### src/rtl/osc_defs.svh
// Register offsets, field positions, source codes and reset values.
`ifndef OSC_DEFS_SVH
`define OSC_DEFS_SVH
`define OSC_OFF_REQ 8'h00
`define OSC_OFF_CUR 8'h04
`define OSC_OFF_CTRL 8'h08
`define OSC_OFF_RDY 8'h0c
`define OSC_OFF_EN 8'h10
`define OSC_OFF_FRQ 8'h14
`define OSC_OFF_IST 8'h18
`define OSC_OFF_IMSK 8'h1c
`define OSC_BIT_HOLD 7
`define OSC_BIT_SPWR 6
`define OSC_BIT_CMPL 4
`define OSC_BIT_NRDY 3
`define OSC_SRC_MSB 6
`define OSC_SRC_LSB 4
`define OSC_DIV_MSB 3
`define OSC_DIV_LSB 0
`define OSC_FLG_MSB 7
`define OSC_FLG_LSB 2
`define OSC_BIT_MULTIPLIER_READY 0
`define OSC_FRQ_MSB 2
`define OSC_FRQ_LSB 0
`define OSC_IDX_EXT 5
`define OSC_IDX_HF 4
`define OSC_IDX_MF 3
`define OSC_IDX_LF 2
`define OSC_IDX_SOS 1
`define OSC_IDX_ADC 0
`define OSC_SRC_EXT 3'h7
`define OSC_SRC_HF 3'h6
`define OSC_SRC_LF 3'h5
`define OSC_SRC_SOS 3'h4
`define OSC_SRC_RSV1 3'h3
`define OSC_SRC_EXTPLL 3'h2
`define OSC_SRC_HFPLL 3'h1
`define OSC_SRC_RSV0 3'h0
`define OSC_FRQ_RSVD 3'h7
`define OSC_FRQ_4M 3'h2
`define OSC_FRQ_32M 3'h6
`define OSC_DIV_RST_HF 4'h2
`define OSC_DIV_RST 4'h0
`define OSC_SYNC_WAIT 2'h2
`define OSC_IRQ_HELD 0
`define OSC_IRQ_DONE 1
`endif

### src/rtl/osc_pkg.sv
// Types shared by the oscillator control block and its helpers.
package osc_pkg;
  typedef enum logic [1:0] {ST_INIT, ST_IDLE, ST_WAIT, ST_HOLD} osc_sw_state_t;
  typedef struct packed {
    logic [1:0] event_set;
    logic [1:0] read_clr;
    logic mask_we;
    logic [1:0] mask_wd;
  } osc_irq_req_t;
  typedef struct packed {
    logic [1:0] status;
    logic [1:0] mask;
  } osc_irq_rsp_t;
  typedef struct packed {
    logic [5:0] osc_rdy;
    logic pll_lock;
    logic [5:0] mod_req;
    logic allow;
    logic [2:0] rst_src;
    logic [2:0] ext_mode;
  } osc_pins_t;
endpackage

### src/rtl/osc_sync.sv
// Two-stage synchroniser for a vector of slow level inputs.
`timescale 1ns/1ps
`default_nettype none
module osc_sync import osc_pkg::*; #(
  parameter int W = 1
) (
  input wire logic i_clk,
  input wire logic i_rst_n,
  input wire logic [W-1:0] i_async,
  output logic [W-1:0] o_sync
);
  typedef struct packed {
    logic [W-1:0] meta;
    logic [W-1:0] sync;
  } osc_sync_st_t;
  osc_sync_st_t s_r;
  osc_sync_st_t s_nxt;

  // The first stage feeds only the second stage.
  always_comb begin
    s_nxt.meta = i_async;
    s_nxt.sync = s_r.meta;
  end

  always_ff @(posedge i_clk or negedge i_rst_n) begin
    if (!i_rst_n) begin
      s_r <= '0;
    end else begin
      s_r <= s_nxt;
    end
  end

  assign o_sync = s_r.sync;
endmodule
`default_nettype wire

### src/rtl/osc_irq.sv
// Sticky event flags, read-to-clear, mask and the level interrupt.
`timescale 1ns/1ps
`default_nettype none
module osc_irq import osc_pkg::*; (
  input wire logic i_clk,
  input wire logic i_rst_n,
  input wire osc_irq_req_t i_req,
  output osc_irq_rsp_t o_rsp,
  output logic o_irq
);
  typedef struct packed {
    logic [1:0] status;
    logic [1:0] mask;
    logic irq;
  } osc_irq_st_t;
  osc_irq_st_t s_r;
  osc_irq_st_t s_nxt;

  // Only bits that the read actually returned are cleared, and a new
  // event in the clearing cycle still lands.
  always_comb begin
    s_nxt = s_r;
    s_nxt.status = (s_r.status & ~i_req.read_clr) | i_req.event_set;
    if (i_req.mask_we) begin
      s_nxt.mask = i_req.mask_wd;
    end
    s_nxt.irq = |(s_nxt.status & s_nxt.mask);
  end

  always_ff @(posedge i_clk or negedge i_rst_n) begin
    if (!i_rst_n) begin
      s_r <= '0;
    end else begin
      s_r <= s_nxt;
    end
  end

  assign o_rsp.status = s_r.status;
  assign o_rsp.mask = s_r.mask;
  assign o_irq = s_r.irq;
endmodule
`default_nettype wire

### src/rtl/osc_ctrl.sv
// Oscillator switch control, ready flags, manual enables and frequency.
//
// Our own choices: the register offsets and register access over APB.
`timescale 1ns/1ps
`default_nettype none
`include "osc_defs.svh"
module osc_ctrl import osc_pkg::*; (
  input wire logic I_CLK,
  input wire logic I_RST_N,
  input wire logic I_PSEL,
  input wire logic I_PENABLE,
  input wire logic I_PWRITE,
  input wire logic [7:0] I_PADDR,
  input wire logic [31:0] I_PWDATA,
  output logic [31:0] O_PRDATA,
  output logic O_PREADY,
  output logic O_PSLVERR,
  input wire logic [5:0] I_OSC_READY,
  input wire logic I_PLL_LOCK,
  input wire logic [5:0] I_MODULE_REQ,
  input wire logic I_SWITCH_ALLOW_FUSE,
  input wire logic [2:0] I_RESET_SOURCE_FUSE,
  input wire logic [2:0] I_EXTERNAL_MODE_FUSE,
  output logic [5:0] O_OSC_ENABLE,
  output logic O_PLL_ENABLE,
  output logic [2:0] O_INT_OSC_FREQ_CODE,
  output logic O_SECONDARY_OSC_POWER_SELECT,
  output logic [2:0] O_EXTERNAL_MODE,
  output logic [2:0] O_CURRENT_SOURCE,
  output logic [3:0] O_CURRENT_DIVIDER,
  output logic O_IRQ
);
  typedef struct packed {
    osc_sw_state_t sw_state;
    logic [1:0] init_cnt;
    logic [2:0] req_src;
    logic [3:0] req_div;
    logic [2:0] cur_src;
    logic [3:0] cur_div;
    logic hold;
    logic spwr;
    logic [5:0] force_on;
    logic [2:0] frq;
    logic allow;
    logic [2:0] ext_mode;
    logic [5:0] osc_en;
    logic pll_en;
    logic pready;
    logic [31:0] prdata;
    logic pslverr;
  } osc_ctrl_st_t;

  osc_ctrl_st_t s;
  osc_ctrl_st_t n;
  osc_pins_t pins;
  osc_irq_req_t irq_req;
  osc_irq_rsp_t irq_rsp;
  logic in_prog;
  logic new_rdy;
  logic pll_ok;
  logic pll_in_ext;
  logic setup;
  logic done;
  logic [5:0] flags;
  logic [7:0] rd_byte;

  function automatic logic is_mapped(input logic [7:0] a);
    case (a)
      `OSC_OFF_REQ, `OSC_OFF_CUR, `OSC_OFF_CTRL, `OSC_OFF_RDY,
      `OSC_OFF_EN, `OSC_OFF_FRQ, `OSC_OFF_IST, `OSC_OFF_IMSK: begin
        is_mapped = 1'b1;
      end
      default: begin
        is_mapped = 1'b0;
      end
    endcase
  endfunction

  function automatic logic is_pll(input logic [2:0] src);
    is_pll = (src == `OSC_SRC_EXTPLL) || (src == `OSC_SRC_HFPLL);
  endfunction

  function automatic logic is_rsvd(input logic [2:0] src);
    is_rsvd = (src == `OSC_SRC_RSV0) || (src == `OSC_SRC_RSV1);
  endfunction

  // Oscillators that a source code keeps running; reserved codes act as
  // the high internal oscillator.
  function automatic logic [5:0] src_needs(input logic [2:0] src);
    src_needs = '0;
    case (src)
      `OSC_SRC_EXT, `OSC_SRC_EXTPLL: begin
        src_needs[`OSC_IDX_EXT] = 1'b1;
      end
      `OSC_SRC_LF: begin
        src_needs[`OSC_IDX_LF] = 1'b1;
      end
      `OSC_SRC_SOS: begin
        src_needs[`OSC_IDX_SOS] = 1'b1;
      end
      default: begin
        src_needs[`OSC_IDX_HF] = 1'b1;
      end
    endcase
  endfunction

  function automatic logic src_ready(input logic [2:0] src,
                                     input logic [5:0] rdy,
                                     input logic pll_rdy);
    case (src)
      `OSC_SRC_EXT: begin
        src_ready = rdy[`OSC_IDX_EXT];
      end
      `OSC_SRC_LF: begin
        src_ready = rdy[`OSC_IDX_LF];
      end
      `OSC_SRC_SOS: begin
        src_ready = rdy[`OSC_IDX_SOS];
      end
      `OSC_SRC_EXTPLL, `OSC_SRC_HFPLL: begin
        src_ready = pll_rdy;
      end
      default: begin
        src_ready = rdy[`OSC_IDX_HF];
      end
    endcase
  endfunction

  // Pins and fuses come from outside the clock domain.
  osc_sync #(.W($bits(osc_pins_t))) u_sync (
    .i_clk(I_CLK),
    .i_rst_n(I_RST_N),
    .i_async({I_OSC_READY, I_PLL_LOCK, I_MODULE_REQ, I_SWITCH_ALLOW_FUSE,
              I_RESET_SOURCE_FUSE, I_EXTERNAL_MODE_FUSE}),
    .o_sync(pins)
  );

  osc_irq u_irq (
    .i_clk(I_CLK),
    .i_rst_n(I_RST_N),
    .i_req(irq_req),
    .o_rsp(irq_rsp),
    .o_irq(O_IRQ)
  );

  always_comb begin
    pll_in_ext = is_pll(s.req_src) ? (s.req_src == `OSC_SRC_EXTPLL)
                                   : (s.cur_src == `OSC_SRC_EXTPLL);
    pll_ok = s.pll_en && pins.pll_lock &&
             (pll_in_ext ? pins.osc_rdy[`OSC_IDX_EXT]
                         : pins.osc_rdy[`OSC_IDX_HF]);
    flags = pins.osc_rdy & s.osc_en;
    in_prog = (s.req_src != s.cur_src) || (s.req_div != s.cur_div);
    new_rdy = in_prog && src_ready(s.req_src, pins.osc_rdy, pll_ok);
    setup = I_PSEL && !s.pready && (s.sw_state != ST_INIT);
    done = I_PSEL && I_PENABLE && s.pready;
    rd_byte = '0;
    case (I_PADDR)
      `OSC_OFF_REQ: begin
        rd_byte[`OSC_SRC_MSB:`OSC_SRC_LSB] = s.req_src;
        rd_byte[`OSC_DIV_MSB:`OSC_DIV_LSB] = s.req_div;
      end
      `OSC_OFF_CUR: begin
        rd_byte[`OSC_SRC_MSB:`OSC_SRC_LSB] = s.cur_src;
        rd_byte[`OSC_DIV_MSB:`OSC_DIV_LSB] = s.cur_div;
      end
      `OSC_OFF_CTRL: begin
        rd_byte[`OSC_BIT_HOLD] = s.hold;
        rd_byte[`OSC_BIT_SPWR] = s.spwr;
        rd_byte[`OSC_BIT_CMPL] = !in_prog;
        rd_byte[`OSC_BIT_NRDY] = new_rdy;
      end
      `OSC_OFF_RDY: begin
        rd_byte[`OSC_FLG_MSB:`OSC_FLG_LSB] = flags;
        rd_byte[`OSC_BIT_MULTIPLIER_READY] = pll_ok;
      end
      `OSC_OFF_EN: begin
        rd_byte[`OSC_FLG_MSB:`OSC_FLG_LSB] = s.force_on;
      end
      `OSC_OFF_FRQ: begin
        rd_byte[`OSC_FRQ_MSB:`OSC_FRQ_LSB] = s.frq;
      end
      `OSC_OFF_IST: begin
        rd_byte[1:0] = irq_rsp.status;
      end
      `OSC_OFF_IMSK: begin
        rd_byte[1:0] = irq_rsp.mask;
      end
      default: begin
        rd_byte = '0;
      end
    endcase
  end

  always_comb begin
    n = s;
    irq_req = '0;
    n.pready = setup;
    if (setup) begin
      n.prdata = {24'h000000, rd_byte};
      n.pslverr = !is_mapped(I_PADDR);
    end
    if (done && !I_PWRITE && (I_PADDR == `OSC_OFF_IST)) begin
      irq_req.read_clr = s.prdata[1:0];
    end
    if (done && I_PWRITE) begin
      case (I_PADDR)
        `OSC_OFF_REQ: begin
          if (s.allow &&
              !is_rsvd(I_PWDATA[`OSC_SRC_MSB:`OSC_SRC_LSB])) begin
            n.req_src = I_PWDATA[`OSC_SRC_MSB:`OSC_SRC_LSB];
            n.req_div = I_PWDATA[`OSC_DIV_MSB:`OSC_DIV_LSB];
          end
        end
        `OSC_OFF_CTRL: begin
          n.hold = I_PWDATA[`OSC_BIT_HOLD];
          n.spwr = I_PWDATA[`OSC_BIT_SPWR];
        end
        `OSC_OFF_EN: begin
          n.force_on = I_PWDATA[`OSC_FLG_MSB:`OSC_FLG_LSB];
        end
        `OSC_OFF_FRQ: begin
          // A reserved frequency code would leave the oscillator
          // undefined, so it is dropped.
          if (I_PWDATA[`OSC_FRQ_MSB:`OSC_FRQ_LSB] != `OSC_FRQ_RSVD) begin
            n.frq = I_PWDATA[`OSC_FRQ_MSB:`OSC_FRQ_LSB];
          end
        end
        `OSC_OFF_IMSK: begin
          irq_req.mask_we = 1'b1;
          irq_req.mask_wd = I_PWDATA[1:0];
        end
        default: begin
          n.pslverr = s.pslverr;
        end
      endcase
    end
    case (s.sw_state)
      ST_INIT: begin
        // Fuses are taken only once the synchroniser has settled.
        n.init_cnt = s.init_cnt + 2'h1;
        if (s.init_cnt == `OSC_SYNC_WAIT) begin
          n.sw_state = ST_IDLE;
          n.allow = pins.allow;
          n.ext_mode = pins.ext_mode;
          n.req_src = pins.rst_src;
          n.cur_src = pins.rst_src;
          n.req_div = (pins.rst_src == `OSC_SRC_HF) ? `OSC_DIV_RST_HF
                                                    : `OSC_DIV_RST;
          n.cur_div = n.req_div;
          n.frq = (pins.rst_src == `OSC_SRC_RSV0) ? `OSC_FRQ_32M
                                                  : `OSC_FRQ_4M;
        end
      end
      ST_IDLE: begin
        if (in_prog) begin
          n.sw_state = ST_WAIT;
        end
      end
      ST_WAIT: begin
        if (!in_prog) begin
          n.sw_state = ST_IDLE;
        end else if (new_rdy && s.hold) begin
          n.sw_state = ST_HOLD;
          irq_req.event_set[`OSC_IRQ_HELD] = 1'b1;
        end else if (new_rdy) begin
          n.cur_src = s.req_src;
          n.cur_div = s.req_div;
          n.sw_state = ST_IDLE;
          irq_req.event_set[`OSC_IRQ_DONE] = 1'b1;
        end
      end
      ST_HOLD: begin
        if (!in_prog) begin
          n.sw_state = ST_IDLE;
        end else if (!new_rdy) begin
          n.sw_state = ST_WAIT;
        end else if (!s.hold) begin
          n.cur_src = s.req_src;
          n.cur_div = s.req_div;
          n.sw_state = ST_IDLE;
          irq_req.event_set[`OSC_IRQ_DONE] = 1'b1;
        end
      end
      default: begin
        n.sw_state = ST_INIT;
      end
    endcase
    n.osc_en = s.force_on | pins.mod_req |
               src_needs(s.req_src) | src_needs(s.cur_src);
    n.pll_en = is_pll(s.req_src) || is_pll(s.cur_src);
  end

  always_ff @(posedge I_CLK or negedge I_RST_N) begin
    if (!I_RST_N) begin
      s <= '0;
    end else begin
      s <= n;
    end
  end

  assign O_PRDATA = s.prdata;
  assign O_PREADY = s.pready;
  assign O_PSLVERR = s.pslverr;
  assign O_OSC_ENABLE = s.osc_en;
  assign O_PLL_ENABLE = s.pll_en;
  assign O_INT_OSC_FREQ_CODE = s.frq;
  assign O_SECONDARY_OSC_POWER_SELECT = s.spwr;
  assign O_EXTERNAL_MODE = s.ext_mode;
  assign O_CURRENT_SOURCE = s.cur_src;
  assign O_CURRENT_DIVIDER = s.cur_div;
endmodule
`default_nettype wire

### config.mk
export PLATFORM = sky130hd
export DESIGN_NAME = osc_ctrl
export DESIGN_NICKNAME = d
export VERILOG_FILES = /design/src/rtl/osc_pkg.sv /design/src/rtl/osc_sync.sv /design/src/rtl/osc_irq.sv /design/src/rtl/osc_ctrl.sv
export VERILOG_INCLUDE_DIRS = /design/src /design/src/rtl
export SDC_FILE = /design/constraint.sdc
export NUM_CORES = 1
export LEC_CHECK = 0
export BUFFER_PORTS_ARGS = -buffer_cell sky130_fd_sc_hd__clkbuf_2
export CORE_ASPECT_RATIO = 0.5
export CORE_MARGIN = 3
export CORE_UTILIZATION = 52
export DETAILED_ROUTE_END_ITERATION = 12
export GPL_TIMING_DRIVEN = 0
export PLACE_DENSITY = 0.79
export SYNTH_ARGS = -nofsm -noshare
export SYNTH_HDL_FRONTEND = slang
export SYNTH_HIERARCHICAL = 1
export SYNTH_SLANG_ARGS = --single-unit
### constraint.sdc
create_clock -name I_CLK -period 3.1 [get_ports I_CLK]
set_input_delay 0.62 -clock I_CLK [delete_from_list [all_inputs] [get_ports I_CLK]]
set_output_delay 0.62 -clock I_CLK [all_outputs]
set_load 0.01 [all_outputs]
# Yosys cells after proc, flatten, opt, wreduce, memory -nomap -nowiden
# Memories as Yosys holds them, arrays and structs flattened.
# Index checks and enable logic that the tools add are counted.
[classes] n_addsub=1 n_eq_ne=37 muxes=64 n_bitwise=8 n_reduce_logical=41
[ops] operator="$mux W7" count=12
[ops] operator="$eq A8 B5 Y1 const B" count=4
[ops] operator="$mux W2" count=12
[ops] operator="$mux W1" count=22
[ops] operator="$eq A3 B3 Y1 const B" count=7
[ops] operator="$pmux W7 S3" count=1
[ops] operator="$mux W3" count=6
[ops] operator="$ne A2 B2 Y1 const B" count=9
[ops] operator="$or A6 B6 Y6" count=3
[ops] operator="$eq A8 B4 Y1 const B" count=2
[ops] operator="$pmux W1 S5" count=3
[ops] operator="$mux W14" count=1
[ops] operator="$logic_and A1 B1 Y1" count=12
[ops] operator="$pmux W2 S5" count=1
[ops] operator="$eq A3 B2 Y1 const B" count=3
[ops] operator="$logic_not A3 Y1" count=3
[ops] operator="$eq A8 B3 Y1 const B" count=1
[ops] operator="$logic_not A8 Y1" count=1
[ops] operator="$ne A4 B4 Y1 const B" count=2
[ops] operator="$pmux W1 S4" count=2
[ops] operator="$pmux W2 S4" count=1
[ops] operator="$reduce_and A8 Y1" count=1
[ops] operator="$reduce_or A2 Y1" count=4
[ops] operator="$reduce_or A4 Y1" count=2
[ops] operator="22 further kinds" count=36
[word_totals] register_bits=95 mem_bits_ro=32 in_bits=65 out_inout_bits=56 elab_cells=174 n_memories=1
[memory_table] memory="(no name shown)" depth=32 width=1 read_ports=1 rd_clocked_by_memory_dff=0 wr=0 line_no="osc_ctrl.sv:68" rtl="case (a)"

# Logic depth before layout (Yosys ltp)
[depth] depth_word=14 mapped_depth=9 ltp_nobuf=8

# Hierarchy
# Netlist, hierarchy kept.
[by_module_without_submodules] module="osc_ctrl" n_inst=1 cells_per_inst=340 area_each_um2=3188.1 seq_area_each_um2=1251.2
[by_module_without_submodules] module="osc_sync" n_inst=1 cells_per_inst=40 area_each_um2=1001.0 seq_area_each_um2=1001.0
[by_module_without_submodules] module="osc_irq" n_inst=1 cells_per_inst=12 area_each_um2=182.7 seq_area_each_um2=125.1

# Least setup slack after synthesis
# No wires, ideal clock.
[synth_timing] path_kind="input to register" from="in I_PADDR[1]" to="reg s[48] in the netlist's numbering" setup_time_ps=128 arrival_time_ps=2300 required_time_ps=2972 slack_ps=672 cell_stages=7 n_path_buf=1 cell_sequence="nor4_1 -> nor2b_1 -> nand2_1 -> nor3_1 -> and2_1 -> buf_2 -> mux2_1"
[synth_via] elab_chain_cells=2
[synth_rtl] element="from (decl)" line_no="osc_ctrl.sv:13" rtl="input wire logic [7:0] I_PADDR,"
[synth_rtl] element="$eq A8 B5 Y1" line_no="osc_ctrl.sv:207" rtl="case (I_PADDR)"
[synth_rtl] element="$reduce_and A2 Y1 (no source line)"
[synth_rtl] element="to (signal assigned)" line_no="osc_ctrl.sv:298" rtl="s <= n;"
[synth_rtl] element="to (decl)" line_no="osc_ctrl.sv:53" rtl="osc_ctrl_st_t s;"
# No other way between the ends.
# A chain may end at the register's enable or synchronous reset.

==> summary.md <==
| Metric | Value |
|---|---|
| FF+latch count, synth | 95 |
| Clk_lat worst skew | between 300 and 400 ps |
| Global route overflow | 0 |
| Layout Nets | about 560 |
| CTS tree | built |
| Status | completed |
| Post-CTS Setup Inserts | 0 |
| Post-synth top area share | 0.544 |
| Critical path endpoint category | flop |
| Post-synthesis mux area share | 0.0944 |
| TritonCTS Buffers | 9 |
| Top cells by count, synth | 95 x dfrtp_1, 52 x buf_4, 34 x nand2_1 |
| First-pass GRT wire length | 15000 um |
| Core ar. | around 7700 sq um |
| Final hold vios | 0 |
| Drc violations | 0 |
| WP buf/inv | 1 |
| Clock slew at reported path FFs | 70 ps |
| Clk buf depth | 2 |
| Multi-input logic area | 1560 sq um |
| Synth top area cells | dfrtp_1 54%, buf_4 8.9%, mux2i_1 4.8% |
| Tot Pwr | 4.27 mW |
| Compound-cell area share of the yosys netlist | 0.0922 |
| HP Class | primary input to asynchronous set/reset pin |
| Filler cells | 615 |
| CP max-delay cell | o41ai_4 |
| Fin crit period | about 2700 ps |
| # clock sinks | between 90 and 100 |
| Die ar. | 9610 sq um |
| Crit-path max cell delay | 510 ps |
| Fin. max-slew vios | 0 |
| Initial antenna violation count | 0 |
| Vias post-DR | around 3000 |
| Fin crit share | 0.863 |
| Row count | 22 |
| HPWL after DPL | 6830 um |
| Post-synth EDFFs | 0 |
| 1st-pass router iterations | 5 |
| Most frequent cell after synthesis | dfrtp_1 |
| Vias in the first global route | approximately 2900 |
| Skew final | about 7.8 ps |
| PwrDens | between 800 and 900 nW/um^2 |
| Relative slew slack | 0.150 |
| Cells after Synth | 392 |
| Setup TNS | 0 ps |
| Cts hold-fix bufs | 0 |
| Yosys top cell by area | dfrtp_1 |
| Sequential-to-total area share from yosys stat | 0.544 |
| Sequential Area | 2380 sq um |
| Port buffer count | 69 |
| Req. time, crit path | 3380 ps |
| Max Freq | 374 MHz |
| Antenna viol nets, final | 0 |
| Cell Area, Synth | roughly 4400 sq um |
| CTS root buf | clkbuf_16 |
| Initial core utilization | 0.565 |
| Tightest Pin Transition | 1270 ps |
| Die span in y | 70.8 um |
| Number of distinct library cells after synthesis | 57 |
| Synthesized area per cell | 11.2 sq um |
| MaxCap Viol Count | 0 |
| Max H-tree Level | 3 |
| Predominant post-synthesis flop cell | dfrtp_1 |
| Largest fanout on the critical path | 9 |
| Maximum vdd ir drop | 0.000385 V |
| Synthesis Warnings | 6 |
| Area grow syn2layout | 20.6% |
| Share of layout cells above drive strength 1 | 0.317 |
| RSZ-0062 raised after global routing | false |
| Simple-Gate Fraction of Synth Area | 0.121 |
| Overall die width | approximately 140 um |
| Xor-xnor portion of the synthesized cell area | 0.0260 |
| DRT Wirelength | 9330 um |
| Area share of fa/ha/maj cells after synthesis | 0.00286 |
| Final count of negative-setup-slack endpoints | 0 |
| Crit path DAT | between 2000 and 3000 ps |
| Drt initial violations | 297 |
| Stages on worst setup path | 9 |
| Worst path top cell family by delay | compound AO/OA/AOI/OAI gates |
| Largest net degree at the start of global routing | between 60 and 70 |
| CP cell instances | buf_2, or3b_4, o21ai_1, a21oi_1, o41ai_4, nand2_1, nor4b_1, a21o_1, a22o_1 |
| Setup CP Type | flop to flop |
| I/O pins | 121 |
| Total Routing Usage GR | 0.205 |
| Resized cells post-CTS | 0 |
| Placer Congestion | 0.861 |
| Largest family of logic cells by synthesized area | simple AND/OR/NAND/NOR gates |
| Crit start category | flop |
| Synth async-reset ratio | 1.00 |
| Vias per cell | 5.08 |
| N_diodes | 0 |
| Worst Reg-to-Reg Cells | 9 |
| LEAKAGE | 2.60 nW |
| Avg WL per Cell | 15.3 um |
[layout by cell type, fill, tap and decap left out, types with 3 or more instances in the layout]
master,n
buf_4,52
mux2_4,3
clkbuf_16,9
mux2_1,6
and2_1,6
clkbuf_1,12
inv_1,14
a21oi_1,14
mux2_2,4
nor2_1,24
nor4_1,3
clkbuf_2,68
nor3_1,7
dfrtp_1,95
mux2i_1,21
nand4_1,3
conb_1,24
nand2_1,34
o211ai_1,3
nand3_1,7
o21ai_0,10
xnor2_1,6
nor2b_1,3
xor2_1,7
o21ai_1,9
a31oi_1,4
buf_2,3
[path summary, 6_finish.rpt]
check / slack (ps) / start / to
setup / recovery: 430 / O_CURRENT_SOURCE[2]$_DFFE_PN0P_ / u_irq/o_irq$_DFF_PN0_
hold / removal: 250 / I_RST_N / O_CURRENT_SOURCE[2]$_DFFE_PN0P_
setup reg to reg: 430 / O_CURRENT_SOURCE[2]$_DFFE_PN0P_ / u_irq/o_irq$_DFF_PN0_
hold reg to reg: 350 / u_sync/s_nxt[0]$_DFF_PN0_ / u_sync/o_sync[0]$_DFF_PN0_
max in group asynchronous: 2210 / I_RST_N / u_sync/o_sync[7]$_DFF_PN0_
min in group I_CLK: 350 / u_sync/s_nxt[0]$_DFF_PN0_ / u_sync/o_sync[0]$_DFF_PN0_
[flip-flops by register name, summed over array words and instances (netlist names), 4 cells and up]
register / cells
u_sync/o_sync: 20
s: 19
O_CURRENT_DIVIDER: 4
u_sync/s_nxt: 20
u_irq/o_rsp: 4
O_PRDATA: 8
O_OSC_ENABLE: 6
[metal layers]
| metal | wire length (um) | global-route usage | vias up |
|---|---|---|---|
| li1 | - | - | 1473 |
| met1 | 4440 | 0.309 | 1459 |
| met2 | 3940 | 0.280 | 150 |
| met3 | 850 | 0.0760 | 10 |
| met4 | 102 | 0.0559 | 0 |
| met5 | 0 | 0 | - |
[report_power, final]
part | switching, mW | total (mW) | internal [mW]
Clock | 0.481 | 1.12 | 0.634
Combinational | 0.845 | 1.55 | 0.707
Sequential | 0.134 | 1.60 | 1.47
Total | 1.46 | 4.27 | 2.81
[cell type report]
cell class | instances | share of cell area
Buffer | 68 | 0.0876
Clock buffer | 9 | 0.0427
Clock inverter | 7 | 0.0150
Inverter | 15 | 0.0107
Multi-Input combinational cell | 237 | 0.296
Sequential cell | 95 | 0.451
Tap cell | 108 | 0.0256
Timing Repair Buffer | 70 | 0.0712
[metrics by stage]
stage / setup WS, ps / area, sq um / hold slack [ps] / utilization / cells
3_3_place_gp: 224 / 4940 / 332 / 0.638 / 592
4_1_cts: 483 / 5270 / 249 / 0.682 / 609
2_1_floorplan: 672 / 4460 / 324 / - / 415
3_5_place_dp: 173 / 4970 / 335 / 0.642 / 593
5_1_grt: 291 / 5270 / 271 / 0.682 / 609
6_report: 426 / 5270 / 247 / 0.682 / 609
[cells by family after synthesis]
group	Yosys count
AND/OR/NAND/NOR	103
AO/OA/AOI/OAI	60
flip-flops	95
other	1
adder cells (fa/ha/maj)	1
buffers and inverters	83
multiplexers	36
XOR/XNOR	13
(Power assumes the default switching activity.)
